<file path="src/common/pwr_clk_pkg.sv">
`default_nettype none
package pwr_clk_pkg;

  // ----------------------------------------
  // register map (word index on the port)
  // ----------------------------------------
  localparam int ADDR_W = 2;
  localparam logic [1:0] OSC_MODE_IDX = 2'h0;
  localparam logic [1:0] TMR_CTRL_IDX = 2'h1;
  localparam int DATA_W = 8;

  // ----------------------------------------
  // oscillator_mode_control fields
  // ----------------------------------------
  localparam int IDLE_BIT = 7;
  localparam int PRI_ACT_BIT = 3;
  localparam int INT_STB_BIT = 2;
  localparam int SEL_HI = 1;
  localparam int SEL_LO = 0;
  localparam logic [7:0] OSC_MODE_RST = 8'h00;

  // ----------------------------------------
  // secondary_timer_control fields
  // ----------------------------------------
  localparam int SEC_ACT_BIT = 6;
  localparam int SEC_EN_BIT = 3;

  // ----------------------------------------
  // clock select codes
  // ----------------------------------------
  localparam logic [1:0] SEL_PRI = 2'h0;
  localparam logic [1:0] SEL_SEC = 2'h1;
  localparam logic [1:0] SEL_RST = 2'h0;

  // ----------------------------------------
  // transition timing in source cycles, counter and sync widths
  // ----------------------------------------
  localparam int CNT_W = 3;
  localparam logic [2:0] OLD_CYCLES = 3'h2;
  localparam logic [2:0] NEW_CYCLES = 3'h3;
  localparam int SYNC_W = 7;

  // ----------------------------------------
  // types
  // ----------------------------------------
  typedef enum logic [1:0] {src_pri, src_sec, src_int} src_e;
  typedef enum logic [1:0] {pm_run, pm_idle, pm_sleep} pm_e;

  // oscillator side levels, all asynchronous to mclk_in
  typedef struct packed {
    logic pri_tick;     // primary oscillator waveform
    logic sec_tick;     // timer oscillator waveform
    logic int_tick;     // internal block waveform
    logic pri_ready;    // primary oscillator has started
    logic sec_running;  // timer oscillator is oscillating
    logic int_stable;   // fast internal oscillator stable
    logic pri_is_int;   // primary_osc_config selects internal
  } osc_in_s;

  // clock gating controls toward the clock tree
  typedef struct packed {
    logic cpu_en;       // core clock gate
    logic periph_en;    // peripheral clock gate
    logic pri_osc_en;   // primary oscillator power
    src_e src;          // glitch-free mux select
  } clk_ctl_s;

endpackage
`default_nettype wire

</file>
<file path="src/sync2.sv">
`default_nettype none
module sync2 #(
  parameter int W = 1
) (
  input wire logic mclk_in,           // system clock
  input wire logic srst_in,           // sync reset, high
  input wire logic [W-1:0] async_in,  // foreign levels
  output logic [W-1:0] sync_out       // retimed levels
);

  logic [W-1:0] meta_ff;
  logic [W-1:0] sync_ff;

  // ----------------------------------------
  // two stages; only the second is read
  // ----------------------------------------
  always_ff @(posedge mclk_in) begin
    if (srst_in) begin
      meta_ff <= '0;
      sync_ff <= '0;
    end else begin
      meta_ff <= async_in;
      sync_ff <= meta_ff;
    end
  end

  assign sync_out = sync_ff;

endmodule
`default_nettype wire

</file>
<file path="src/tick_counter.sv">
`default_nettype none
module tick_counter (
  input wire logic mclk_in,                       // system clock
  input wire logic srst_in,                       // sync reset, high
  input wire logic clear_in,                      // restart count
  input wire logic tick_in,                       // one source edge
  input wire logic [pwr_clk_pkg::CNT_W-1:0] target_in,  // edges needed
  output logic done_out                           // target reached
);

  logic [pwr_clk_pkg::CNT_W-1:0] cnt_ff;

  // ----------------------------------------
  // saturating edge count
  // ----------------------------------------
  always_ff @(posedge mclk_in) begin
    if (srst_in || clear_in) begin
      cnt_ff <= '0;
    end else if (tick_in && !done_out) begin
      cnt_ff <= cnt_ff + 1'b1;
    end
  end

  assign done_out = (cnt_ff >= target_in);

endmodule
`default_nettype wire

</file>
<file path="src/power_mode_clock_switch.sv">
// Function
// - bit 7 decides peripheral clocking on halt, bits 1:0 choose the source.
// - select 00 primary, 01 timer oscillator, 1x internal block.
// - a new select starts a switch at once when that source runs.
// - halt stops all clocks, or only the cpu when idle bit set.
// - in run modes both core and peripheral clocks are on; here both stay off while a switch waits for the timer oscillator.
// - idle bit is sampled when each halt executes.
// - switch takes two old cycles then three new cycles.
// - bit 3 set while primary clock drives the device.
// - bit 2 set while fast internal oscillator stably drives device.
// - timer control bit 6 set while timer oscillator drives device.
// - no flag set means slow internal or fast not yet stable.
// - internal-as-primary may show both flags; internal mode clears bit 3.
// - reset enters primary run with primary flag set.
// - select 01 moves to timer oscillator, stops primary, swaps flags.
// - select 01 with timer oscillator disabled does not switch.
// - timer oscillator not yet running holds device clocks off.
// - returning to primary keeps timer clock until primary is ready.
// - return leaves idle and select bits alone, timer keeps running.
//
// The strobed register port and the placing of the registers were decided locally.
`default_nettype none
module power_mode_clock_switch (
  input wire logic mclk_in,                          // 250 MHz clock
  input wire logic srst_in,                          // sync reset, high
  input wire logic [pwr_clk_pkg::ADDR_W-1:0] addr_in, // register index
  input wire logic [pwr_clk_pkg::DATA_W-1:0] wdata_in, // write data
  input wire logic wr_in,                            // write strobe
  input wire logic rd_in,                            // read strobe
  output logic [pwr_clk_pkg::DATA_W-1:0] rdata_out,  // read data
  input wire logic halt_in,                          // power-down executed
  input wire logic wake_in,                          // wake event
  input wire pwr_clk_pkg::osc_in_s osc_in,           // oscillator levels
  output pwr_clk_pkg::clk_ctl_s clk_ctl_out          // clock gating
);

  // ----------------------------------------
  // declarations
  // ----------------------------------------
  typedef enum logic [1:0] {
    sw_steady,
    sw_wait_ready,
    sw_old,
    sw_new
  } sw_state_e;

  sw_state_e sw_ff;
  sw_state_e nxt_sw;
  pwr_clk_pkg::src_e active_ff;
  pwr_clk_pkg::src_e target_ff;
  pwr_clk_pkg::src_e want_src;
  pwr_clk_pkg::pm_e pm_ff;
  logic idle_on_halt_ff;
  logic [1:0] clock_select_ff;
  logic secondary_osc_enable_ff;
  logic [pwr_clk_pkg::DATA_W-1:0] rdata_ff;
  pwr_clk_pkg::clk_ctl_s ctl_ff;
  pwr_clk_pkg::clk_ctl_s nxt_ctl;
  pwr_clk_pkg::osc_in_s osc_s;
  pwr_clk_pkg::osc_in_s osc_d_ff;
  logic pri_edge;
  logic sec_edge;
  logic int_edge;
  logic old_edge;
  logic new_edge;
  logic tgt_ready;
  logic cnt_clear;
  logic cnt_tick;
  logic [pwr_clk_pkg::CNT_W-1:0] cnt_target;
  logic cnt_done;
  logic hold_clocks;
  logic switch_req;
  logic primary_clock_active;
  logic internal_osc_stable;
  logic secondary_clock_active;
  logic [pwr_clk_pkg::DATA_W-1:0] osc_mode_rd;
  logic [pwr_clk_pkg::DATA_W-1:0] tmr_ctrl_rd;

  // ----------------------------------------
  // oscillator inputs come from other domains
  // ----------------------------------------
  sync2 #(
    .W(pwr_clk_pkg::SYNC_W)
  ) u_osc_sync (
    .mclk_in(mclk_in),
    .srst_in(srst_in),
    .async_in(osc_in),
    .sync_out(osc_s)
  );

  // delayed copy of the retimed levels for edge finding
  always_ff @(posedge mclk_in) begin
    if (srst_in) begin
      osc_d_ff <= '0;
    end else begin
      osc_d_ff <= osc_s;
    end
  end

  assign pri_edge = osc_s.pri_tick && !osc_d_ff.pri_tick;
  assign sec_edge = osc_s.sec_tick && !osc_d_ff.sec_tick;
  assign int_edge = osc_s.int_tick && !osc_d_ff.int_tick;

  // ----------------------------------------
  // source decode and readiness
  // ----------------------------------------
  // upper select bit alone picks the internal block
  function automatic pwr_clk_pkg::src_e decode_sel(input logic [1:0] sel);
    pwr_clk_pkg::src_e s;
    s = pwr_clk_pkg::src_int;
    if (sel == pwr_clk_pkg::SEL_PRI) begin
      s = pwr_clk_pkg::src_pri;
    end else if (sel == pwr_clk_pkg::SEL_SEC) begin
      s = pwr_clk_pkg::src_sec;
    end
    return s;
  endfunction

  function automatic logic pick_edge(input pwr_clk_pkg::src_e s, input logic p,
                                     input logic t, input logic i);
    logic e;
    e = i;
    if (s == pwr_clk_pkg::src_pri) begin
      e = p;
    end else if (s == pwr_clk_pkg::src_sec) begin
      e = t;
    end
    return e;
  endfunction

  assign want_src = decode_sel(clock_select_ff);
  assign old_edge = pick_edge(active_ff, pri_edge, sec_edge, int_edge);
  assign new_edge = pick_edge(target_ff, pri_edge, sec_edge, int_edge);

  // slow internal oscillator always runs, so internal is always ready
  always_comb begin
    unique case (target_ff)
      pwr_clk_pkg::src_pri: tgt_ready = osc_s.pri_ready;
      pwr_clk_pkg::src_sec: tgt_ready = osc_s.sec_running;
      default: tgt_ready = 1'b1;
    endcase
  end

  // a select of 01 with the timer oscillator off is not acted on
  assign switch_req = (want_src != active_ff) &&
                      ((want_src != pwr_clk_pkg::src_sec) ||
                       secondary_osc_enable_ff);

  // ----------------------------------------
  // switch sequencer
  // ----------------------------------------
  // a select change during a switch is honoured once it finishes
  always_comb begin
    nxt_sw = sw_ff;
    unique case (sw_ff)
      sw_steady: begin
        if (switch_req) begin
          nxt_sw = sw_wait_ready;
        end
      end
      sw_wait_ready: begin
        if (tgt_ready) begin
          nxt_sw = sw_old;
        end
      end
      sw_old: begin
        if (cnt_done) begin
          nxt_sw = sw_new;
        end
      end
      sw_new: begin
        if (cnt_done) begin
          nxt_sw = sw_steady;
        end
      end
    endcase
  end

  always_ff @(posedge mclk_in) begin
    if (srst_in) begin
      sw_ff <= sw_steady;
    end else begin
      sw_ff <= nxt_sw;
    end
  end

  // the target is latched so a later write cannot redirect a switch
  always_ff @(posedge mclk_in) begin
    if (srst_in) begin
      target_ff <= pwr_clk_pkg::src_pri;
    end else if (sw_ff == sw_steady && switch_req) begin
      target_ff <= want_src;
    end
  end

  // mux moves only after the new source's cycles are counted
  always_ff @(posedge mclk_in) begin
    if (srst_in) begin
      active_ff <= pwr_clk_pkg::src_pri;
    end else if (sw_ff == sw_new && cnt_done) begin
      active_ff <= target_ff;
    end
  end

  // one counter serves both halves; cleared on each phase entry
  assign cnt_clear = (sw_ff != nxt_sw);
  assign cnt_tick = (sw_ff == sw_old) ? old_edge : new_edge;
  assign cnt_target = (sw_ff == sw_old) ? pwr_clk_pkg::OLD_CYCLES :
                      pwr_clk_pkg::NEW_CYCLES;

  tick_counter u_cnt (
    .mclk_in(mclk_in),
    .srst_in(srst_in),
    .clear_in(cnt_clear),
    .tick_in(cnt_tick && (sw_ff == sw_old || sw_ff == sw_new)),
    .target_in(cnt_target),
    .done_out(cnt_done)
  );

  // ----------------------------------------
  // power mode
  // ----------------------------------------
  // idle bit is looked at only when the halt arrives
  always_ff @(posedge mclk_in) begin
    if (srst_in) begin
      pm_ff <= pwr_clk_pkg::pm_run;
    end else if (pm_ff == pwr_clk_pkg::pm_run && halt_in) begin
      pm_ff <= idle_on_halt_ff ? pwr_clk_pkg::pm_idle :
               pwr_clk_pkg::pm_sleep;
    end else if (pm_ff != pwr_clk_pkg::pm_run && wake_in) begin
      pm_ff <= pwr_clk_pkg::pm_run;
    end
  end

  // ----------------------------------------
  // clock gating
  // ----------------------------------------
  // a timer oscillator that has not started would give runt clocks
  assign hold_clocks = (sw_ff == sw_wait_ready) &&
                       (target_ff == pwr_clk_pkg::src_sec);

  always_comb begin
    nxt_ctl = '0;
    nxt_ctl.src = active_ff;
    nxt_ctl.cpu_en = (pm_ff == pwr_clk_pkg::pm_run) && !hold_clocks;
    nxt_ctl.periph_en = (pm_ff != pwr_clk_pkg::pm_sleep) && !hold_clocks;
    // outside sleep, primary stays powered while it is, or is about to be, the source
    nxt_ctl.pri_osc_en = (pm_ff != pwr_clk_pkg::pm_sleep) &&
                         (active_ff != pwr_clk_pkg::src_sec ||
                          target_ff == pwr_clk_pkg::src_pri);
  end

  always_ff @(posedge mclk_in) begin
    if (srst_in) begin
      ctl_ff.cpu_en <= 1'b1;
      ctl_ff.periph_en <= 1'b1;
      ctl_ff.pri_osc_en <= 1'b1;
      ctl_ff.src <= pwr_clk_pkg::src_pri;
    end else begin
      ctl_ff <= nxt_ctl;
    end
  end

  assign clk_ctl_out = ctl_ff;

  // ----------------------------------------
  // status flags (derived, read only)
  // ----------------------------------------
  assign primary_clock_active = (active_ff == pwr_clk_pkg::src_pri);
  // internal-as-primary lets both flags stand; internal mode drops bit 3
  assign internal_osc_stable = osc_s.int_stable &&
                               ((active_ff == pwr_clk_pkg::src_int) ||
                                (primary_clock_active && osc_s.pri_is_int));
  assign secondary_clock_active = (active_ff == pwr_clk_pkg::src_sec);
  // slow internal or unstable fast internal leaves all three clear

  // ----------------------------------------
  // software registers
  // ----------------------------------------
  // a completed switch never touches these bits
  always_ff @(posedge mclk_in) begin
    if (srst_in) begin
      idle_on_halt_ff <= pwr_clk_pkg::OSC_MODE_RST[pwr_clk_pkg::IDLE_BIT];
      clock_select_ff <= pwr_clk_pkg::SEL_RST;
    end else if (wr_in && addr_in == pwr_clk_pkg::OSC_MODE_IDX) begin
      idle_on_halt_ff <= wdata_in[pwr_clk_pkg::IDLE_BIT];
      clock_select_ff <= wdata_in[pwr_clk_pkg::SEL_HI:pwr_clk_pkg::SEL_LO];
    end
  end

  // timer oscillator is left running on the return to primary
  always_ff @(posedge mclk_in) begin
    if (srst_in) begin
      secondary_osc_enable_ff <= 1'b0;
    end else if (wr_in && addr_in == pwr_clk_pkg::TMR_CTRL_IDX) begin
      secondary_osc_enable_ff <= wdata_in[pwr_clk_pkg::SEC_EN_BIT];
    end
  end

  // ----------------------------------------
  // read path
  // ----------------------------------------
  always_comb begin
    osc_mode_rd = '0;
    osc_mode_rd[pwr_clk_pkg::IDLE_BIT] = idle_on_halt_ff;
    osc_mode_rd[pwr_clk_pkg::PRI_ACT_BIT] = primary_clock_active;
    osc_mode_rd[pwr_clk_pkg::INT_STB_BIT] = internal_osc_stable;
    osc_mode_rd[pwr_clk_pkg::SEL_HI:pwr_clk_pkg::SEL_LO] = clock_select_ff;
    tmr_ctrl_rd = '0;
    tmr_ctrl_rd[pwr_clk_pkg::SEC_ACT_BIT] = secondary_clock_active;
    tmr_ctrl_rd[pwr_clk_pkg::SEC_EN_BIT] = secondary_osc_enable_ff;
  end

  // data stands only in the cycle after the strobe; unmapped reads zero
  always_ff @(posedge mclk_in) begin
    if (srst_in || !rd_in) begin
      rdata_ff <= '0;
    end else if (addr_in == pwr_clk_pkg::OSC_MODE_IDX) begin
      rdata_ff <= osc_mode_rd;
    end else if (addr_in == pwr_clk_pkg::TMR_CTRL_IDX) begin
      rdata_ff <= tmr_ctrl_rd;
    end else begin
      rdata_ff <= '0;
    end
  end

  assign rdata_out = rdata_ff;

endmodule
`default_nettype wire

</file>
<file path="config.mk">
export PLATFORM = sky130hd
export DESIGN_NAME = power_mode_clock_switch
export DESIGN_NICKNAME = d
export VERILOG_FILES = /design/src/common/pwr_clk_pkg.sv /design/src/sync2.sv /design/src/tick_counter.sv /design/src/power_mode_clock_switch.sv
export SDC_FILE = /design/constraint.sdc
export NUM_CORES = 1
export LEC_CHECK = 0
export BUFFER_PORTS_ARGS = -buffer_cell sky130_fd_sc_hd__buf_2
export CAP_MARGIN = 15
export CORE_ASPECT_RATIO = 0.6
export CORE_MARGIN = 5
export CORE_UTILIZATION = 52
export DETAILED_ROUTE_END_ITERATION = 6
export PLACE_DENSITY = 0.77
export SETUP_SLACK_MARGIN = 0.1
export SLEW_MARGIN = 30
export SYNTH_ARGS = -nofsm -noshare
export SYNTH_HDL_FRONTEND = slang
export SYNTH_SLANG_ARGS = --single-unit
export TNS_END_PERCENT = 20
</file>
<file path="constraint.sdc">
create_clock -name mclk_in -period 2.1 [get_ports mclk_in]
set_clock_uncertainty 0.15 [all_clocks]
set_input_delay 0.315 -clock mclk_in [delete_from_list [all_inputs] [get_ports mclk_in]]
set_output_delay 0.315 -clock mclk_in [all_outputs]
set_load 0.1 [all_outputs]
</file>
==> reports/results.tsv, run 1 <==
stage	metric	value	unit
setup_path	WP data required	2.18	ns
sta	Setup Viol. Count Final	0	
clock_tree	total clock sinks	43	
setup_path	WP buf/inv	0	
flow_run	Max Cap Viol	0	
finish	Syn-to-layout area delta	18.01	%
placement	IO Port Bufs	29	
sta	fmax	552.9	MHz
sta	crit path time final	1.809	ns
detailed_routing	DR pass1 iterations	4	
clock_tree	hold bufs inserted after CTS	0	
placement	GP Congestion	0.8093	
yosys	synthesized area	1619	µm²
sta	relative slew slack	56.89	%
yosys	Synth top area share	53.17	%
setup_path	RR Startpoint	sw_ff[0]	
setup_path	slowest stage delay, CP	0.35	ns
sta	Worst-Margin Slew	0.6452	ns
grt	GRT Overall Usage	17.56	%
yosys	top post-synthesis cells by area	dfxtp_1 (53%), nor2b_1 (8.9%), mux2i_1 (3.7%)	
clock_tree	Root Driver	clkbuf_8	
sta	RSZ-0062 raised after global routing	no	
sta	max-slew violations	0	
yosys	Ys Warns	0	
detailed_routing	DRT iter0 DRCs	147	
die	Ports	36	
detailed_routing	DRT antenna net count	0	
setup_path	CP max FO	5	
power	Leak	0.0008165	µW
grt	largest net degree at the start of global routing	36	
die	Core Area	2928	µm²
sta	Final Hold Fails	0	
setup_path	CP Capture Type	flip-flop	
worst_hold_path	Hold WC Path Type	in2reg	
setup_path	cells along the critical path	nand2b_4 -> ha_1 -> nand2b_1 -> a21o_1 -> a21oi_1 -> o211ai_2 -> a21oi_1	
die	DIE AREA	4366	µm²
yosys	post-synth top area cell	dfxtp_1	
yosys	Post-synth EDFFs	0	
die	Row Count	15	
yosys	Synth cell types	34	
die	Die Ht	53.22	µm
finish	fin util	65.26	%
die	Die Span X	82.04	µm
setup_path	class of the most critical setup path	reg2reg	
setup_path	Worst path top cell family by delay	compound AO/OA/AOI/OAI gates	
setup_path	Crit. Startpoint	sw_ff[0]	
clock_tree	CTS Buf Count	5	
detailed_routing	vias after detailed routing	1241	
yosys	Synth top cells by count	dfxtp_1 (43), nor2b_1 (23), nor2_1 (15)	
finish	nets	219	
worst_hold_path	Hold Startpoint	osc_in[5]	
clock_tree	# H-tree levels	2	
sta	Final Cycle Share	86.12	%
clock_tree	CTS tree	done	
grt	Overflow after GRT	0	
grt	vias in the first global route	1164	
setup_path	startpoint types	flip-flop	
finish	Ant. Diodes	0	
yosys	most frequent cell after synthesis	dfxtp_1	
yosys	asr flop ratio synth	0	%
detailed_routing	via-per-instance ratio	5.236	
sta	Fin Setup TNS	0	ns
detailed_routing	DR WL/cell	14.56	µm
setup_path	most numerous cell on the critical path	a21oi_1	
clock_tree	CTS clk-pin slew, worst paths	0.08	ns
clock_tree	Clk Latency, worst-skew pair	0.30	ns
yosys	register area share after synthesis	53.17	%
grt	initial antenna violation count	0	
detailed_routing	Routed WL	3.451	mm
power	pwr dens	863.4	nW/µm²
yosys	Cells after Synth	163	
setup_path	slowest CP cell	dfxtp_2	
detailed_routing	drc violations	0	
status	status	complete, no violations	
finish	share of layout cells above drive strength 1	24.10	%
die	initial core utilization	55.30	%
yosys	Synth Flop Type	dfxtp_1	
grt	global-route wire length before repair	5.478	mm
finish	fill cell count	242	
placement	DP Wirelength	2.348	mm
yosys	flip-flop and latch count after synthesis	43	
clock_tree	Clock Path Buffers	2	
power	VDD IR max	0.5877	mV
setup_path	worst path arrival time	1.89	ns
yosys	Mean Syn Cell Area	9.933	µm²
==> power by group <==
| part | total, µW | switching [µW] | leakage, µW | internal, µW |
|---|---|---|---|---|
| Clock | 662 | 277 | 0.0000612 | 385 |
| Sequential | 852 | 12.4 | 0.000352 | 839 |
| Combinational | 136 | 90.2 | 0.000403 | 45.9 |
| Total | 1650 | 380 | 0.000817 | 1270 |
==> worst paths after layout <==
kind | endpoint | cells past startpoint | slack, ns
max | u_cnt.cnt_ff[1] | 7 | 0.29
min | u_osc_sync.meta_ff[5] | 2 | 0.07
max reg2reg | u_cnt.cnt_ff[1] | 7 | 0.29
min reg2reg | u_osc_sync.sync_out[4] | 1 | 0.29
==> cell families (layout without fill, tap and decap cells) <==
kind of cell / Yosys count / in the layout / share of synthesized area [%]
simple gates: 63 / 63 / 22.02
flops: 43 / 43 / 53.17
compound gates: 33 / 33 / 13.68
buf+inv: 13 / 44 / 4.404
mux: 7 / 7 / 4.405
fa+ha+maj: 2 / 2 / 1.545
other cells: 1 / 2 / 0.2316
xor+xnor: 1 / 1 / 0.5411
==> metrics by stage <==
step	instance area [µm²]	setup slack (ns)	total power (µW)	hold slack, ns	std cells
4_1_cts	1901	0.1853	1650	0.06950	237
6_report	1911	0.2914	1650	0.06901	237
3_3_place_gp	1783	0.3027	996.3	0.2668	229
3_5_place_dp	1783	0.2060	1003	0.2750	229
2_1_floorplan	1623	0.1980	971.5	0.2638	164
5_1_grt	1911	0.1358	1710	0.07036	237
==> worst register-to-register path: stages (launching register included) <==
cell and delay, ns:
dfxtp_2 0.35, nand2b_4 0.16, ha_1 0.26, nand2b_1 0.16, a21o_1 0.22, a21oi_1 0.18, o211ai_2 0.12, a21oi_1 0.15
==> cells in the final DEF, fill, tap and decap left out, types with 2 or more instances in the layout <==
master | netlist | routed
dfxtp_1 | 43 | 41
buf_2 | 0 | 29
nor2b_1 | 23 | 23
nor2_1 | 15 | 15
a21oi_1 | 9 | 9
a21o_1 | 6 | 6
o21ai_0 | 6 | 6
mux2i_1 | 6 | 6
nand2_1 | 6 | 6
clkbuf_8 | 0 | 6
inv_1 | 5 | 5
a211oi_1 | 4 | 4
nand2b_1 | 4 | 3
nor3b_1 | 3 | 3
and2_1 | 3 | 3
o211ai_2 | 2 | 2
nand3b_1 | 2 | 2
nand3_1 | 2 | 2
ha_1 | 2 | 2
conb_1 | 1 | 2
buf_4 | 2 | 2
dfxtp_2 | 0 | 2
==> cell type report <==
class / count / area [µm²] / area share [%]
inverter: 5 / 18.77 / 0.9823
tap: 42 / 52.55 / 2.750
sequential: 43 / 863.3 / 45.19
clock buffer: 6 / 82.58 / 4.322
clock inverter: 2 / 35.03 / 1.834
timing repair buffer: 31 / 160.2 / 8.382
multi-input combinational: 108 / 698.2 / 36.54
==> registers in the layout, summed over array words and instances (netlist names), 3 cells and up <==
name / count
u_osc_sync.meta_ff: 7
rdata_out: 6
u_osc_sync.sync_out: 7
osc_d_ff: 3
clk_ctl_out: 5
u_cnt.cnt_ff: 3
==> layer usage <==
layer  up-vias  GRT usage, %  routed length (µm)
li1        606             -                   -
met1       583         19.85                1481
met2        43         28.82                1569
met3         9         7.653                 338
met4         0         7.735                  61
met5         -             0                   0
==> repair_timing <==
item,4_1_cts,5_1_grt
endpoints found under the hold margin,0,0
endpoints found under the setup margin,0,7
resized for setup,0,3
buffers inserted,0,0
No activity file was read; power rests on OpenSTA's default activity.
==> inputs of run 2 (changes only) <==
--- a/config.mk
+++ b/config.mk
@@ -5,13 +5,13 @@
 export SDC_FILE = /design/constraint.sdc
 export NUM_CORES = 1
 export LEC_CHECK = 0
-export BUFFER_PORTS_ARGS = -buffer_cell sky130_fd_sc_hd__buf_2
+export BUFFER_PORTS_ARGS = -buffer_cell sky130_fd_sc_hd__buf_4
 export CAP_MARGIN = 15
 export CORE_ASPECT_RATIO = 0.6
 export CORE_MARGIN = 5
-export CORE_UTILIZATION = 52
+export CORE_UTILIZATION = 56
 export DETAILED_ROUTE_END_ITERATION = 6
-export PLACE_DENSITY = 0.77
+export PLACE_DENSITY = 0.82
 export SETUP_SLACK_MARGIN = 0.1
 export SLEW_MARGIN = 30
 export SYNTH_ARGS = -nofsm -noshare
==> constraint.sdc (replaced) <==
create_clock -name mclk_in -period 2.11 [get_ports mclk_in]
set_clock_uncertainty 0.15 [all_clocks]
set_input_delay 0.3165 -clock mclk_in [delete_from_list [all_inputs] [get_ports mclk_in]]
set_output_delay 0.3165 -clock mclk_in [all_outputs]
set_load 0.1 [all_outputs]
==> run 2 against run 1 <==
  * Total power is 6.2% lower
  * Critical endpoint is now sw_ff[1]
  * Clock power is 16% lower
  * Die area is 6.0% lower
  * Sequential power is 0.6% lower
  * First-iteration DRC count is 44% lower
  * Clock-buffer cell count is 2 higher
  * Critical path depth is 1 higher
  * Sequential cell count stayed put
  * Combinational power is 5% higher
  * Register-to-register slack worse by 0.02 ns
  * Global-route usage is 1.2 points lower
==> reports/results.tsv, run 2 (synthesized netlist as in run 1, its figures left out) <==
stage	metric	value	unit	change
grt	Overflow after GRT	0		unchanged
flow_run	Max Cap Viol	0		unchanged
die	DIE AREA	4102	µm²	-6.0%
die	Die Span X	79.42	µm	-3.2%
die	Die Ht	51.65	µm	-3.0%
worst_hold_path	Hold WC Path Type	in2reg		
power	VDD IR max	0.4991	mV	-15%
sta	relative slew slack	60.65	%	+3.8 points
placement	DP Wirelength	2.128	mm	-9.4%
finish	nets	219		unchanged
sta	Final Cycle Share	87.16	%	+1.0 points
clock_tree	total clock sinks	43		unchanged
grt	initial antenna violation count	0		unchanged
sta	Worst-Margin Slew	0.5890	ns	-0.05619 ns
grt	Top Usage Layer GRT	met2		
clock_tree	Clock Path Buffers	2		unchanged
sta	Final Hold Fails	0		unchanged
status	status	complete, no violations		
finish	Reg area	863.3	µm²	unchanged
placement	GP Congestion	0.8069		-0.30%
die	Core Area	2815	µm²	-3.8%
grt	GR met1 Demand/Resource	19.01	%	-0.85 points
clock_tree	CTS clk-pin slew, worst paths	0.07	ns	about the same
detailed_routing	via-per-instance ratio	5.140		-1.8%
clock_tree	Post-CTS Setup Bufs	0		unchanged
sta	Setup Viol. Count Final	0		unchanged
power	Leak	0.0008247	µW	+1.0%
detailed_routing	Routed WL	2.971	mm	-14%
finish	Ant. Diodes	0		unchanged
clock_tree	# H-tree levels	2		unchanged
finish	most frequent cells in the layout	dfxtp_1 (41), buf_4 (31), nor2b_1 (23)		
power	pwr dens	794.5	nW/µm²	-8.0%
grt	global-route wire length before repair	4.926	mm	-10%
detailed_routing	vias after detailed routing	1177		-5.2%
placement	Place WS	0.2405	ns	+0.03449 ns
detailed_routing	drc violations	0		unchanged
grt	GR Util met3	6.055	%	-1.6 points
setup_path	CP max FO	7		+2
sta	fmax	543.8	MHz	-1.7%
setup_path	WP data required	2.18	ns	about the same
detailed_routing	DR WL/cell	12.97	µm	-11%
sta	Worst Setup Slack, final	0.2710	ns	-0.02044 ns
die	Row Count	15		unchanged
clock_tree	Root Driver	clkbuf_8		
clock_tree	CTS Buf Count	5		unchanged
finish	fill cell count	206		-15%
die	Ports	36		unchanged
grt	vias in the first global route	1092		-6.2%
detailed_routing	DR pass1 iterations	4		unchanged
clock_tree	Clk Latency, worst-skew pair	0.30	ns	about the same
grt	GRT Overall Usage	16.40	%	-1.2 points
grt	largest net degree at the start of global routing	36		unchanged
finish	share of layout cells above drive strength 1	23.08	%	-1.0 points
clock_tree	CTS tree	done		
detailed_routing	DRT iter0 DRCs	83		-44%
setup_path	class of the most critical setup path	reg2reg		
sta	crit path time final	1.839	ns	+0.03044 ns
grt	GR met2 Demand/Resource	25.70	%	-3.1 points
die	initial core utilization	57.51	%	+2.2 points
sta	Fin Setup TNS	0	ns	unchanged
setup_path	worst path arrival time	1.91	ns	+0.02 ns
sta	max-slew violations	0		unchanged
sta	RSZ-0062 raised after global routing	no		
setup_path	CP Capture Type	flip-flop		
detailed_routing	DRT antenna net count	0		unchanged
placement	IO Port Bufs	29		unchanged
finish	Syn-to-layout area delta	20.32	%	
finish	commonest non-fill, non-tap cell in the layout	dfxtp_1		
power	Power Total	1548	µW	-6.2%
finish	area occupied by multi-input gates	690.7	µm²	-1.1%
setup_path	startpoint types	flip-flop		
-- run 2: cell count changes in the layout (fill, tap and decap cells not counted), sizes merged --
cell / previous run / this run
clkbuf: 6 / 8
bufinv: 1 / 0
clkinv: 1 / 0
-- run 2: per-stage QoR --
| step | area (µm²) | hold slack, ns | util, % | std cells |
|---|---|---|---|---|
| final | 1948 | 0.07640 | 69.20 | 229 |
| after global routing | 1948 | 0.07988 | 69.20 | 229 |
| after floorplan | 1623 | 0.2638 | - | 164 |
| after CTS | 1946 | 0.06854 | 69.11 | 229 |
| after detailed placement | 1846 | 0.2727 | 65.56 | 221 |
| after global placement | 1846 | 0.2700 | 65.56 | 221 |
-- run 2: what timing repair did --
action                     CTS  global route
setup endpoints to repair    0             7
resized for setup            0             2
hold buffers                 0             0
-- run 2: path summary, 6_finish.rpt --
check | startpoint | to | slack, ns | cells after the start
max | sw_ff[0] | sw_ff[1] | 0.27 | 8
min | osc_in[4] | u_osc_sync.meta_ff[4] | 0.08 | 2
max reg2reg | sw_ff[0] | sw_ff[1] | 0.27 | 8
min reg2reg | u_osc_sync.meta_ff[2] | u_osc_sync.sync_out[2] | 0.29 | 1
-- run 2: layer usage --
layer  wire length, µm  up-vias
li1                  -      610
met1              1393      527
met2              1263       32
met3               243        8
met4                70        0
met5                 0        -
-- run 2: worst max-delay path, stage by stage (launching register included) --
cell and delay [ns]:
dfxtp_2 0.34, nand2b_1 0.18, ha_1 0.28, nand2b_1 0.16, a21oi_1 0.20, buf_4 0.18
o21ai_0 0.08, o31a_1 0.12, nor2_1 0.10
-- run 2: cell type report --
type | count | area share, %
flip-flops and latches | 43 | 44.32
well taps | 34 | 2.184
inverters | 5 | 0.9634
clock buffers | 8 | 5.138
repair buffers | 31 | 11.95
multi-input cells | 108 | 35.45
-- run 2: where the power goes --
part / internal (µW) / total, µW / switching (µW)
clock network: 298 / 558 / 260
logic: 56.3 / 143 / 86.3
registers: 836 / 847 / 11.4
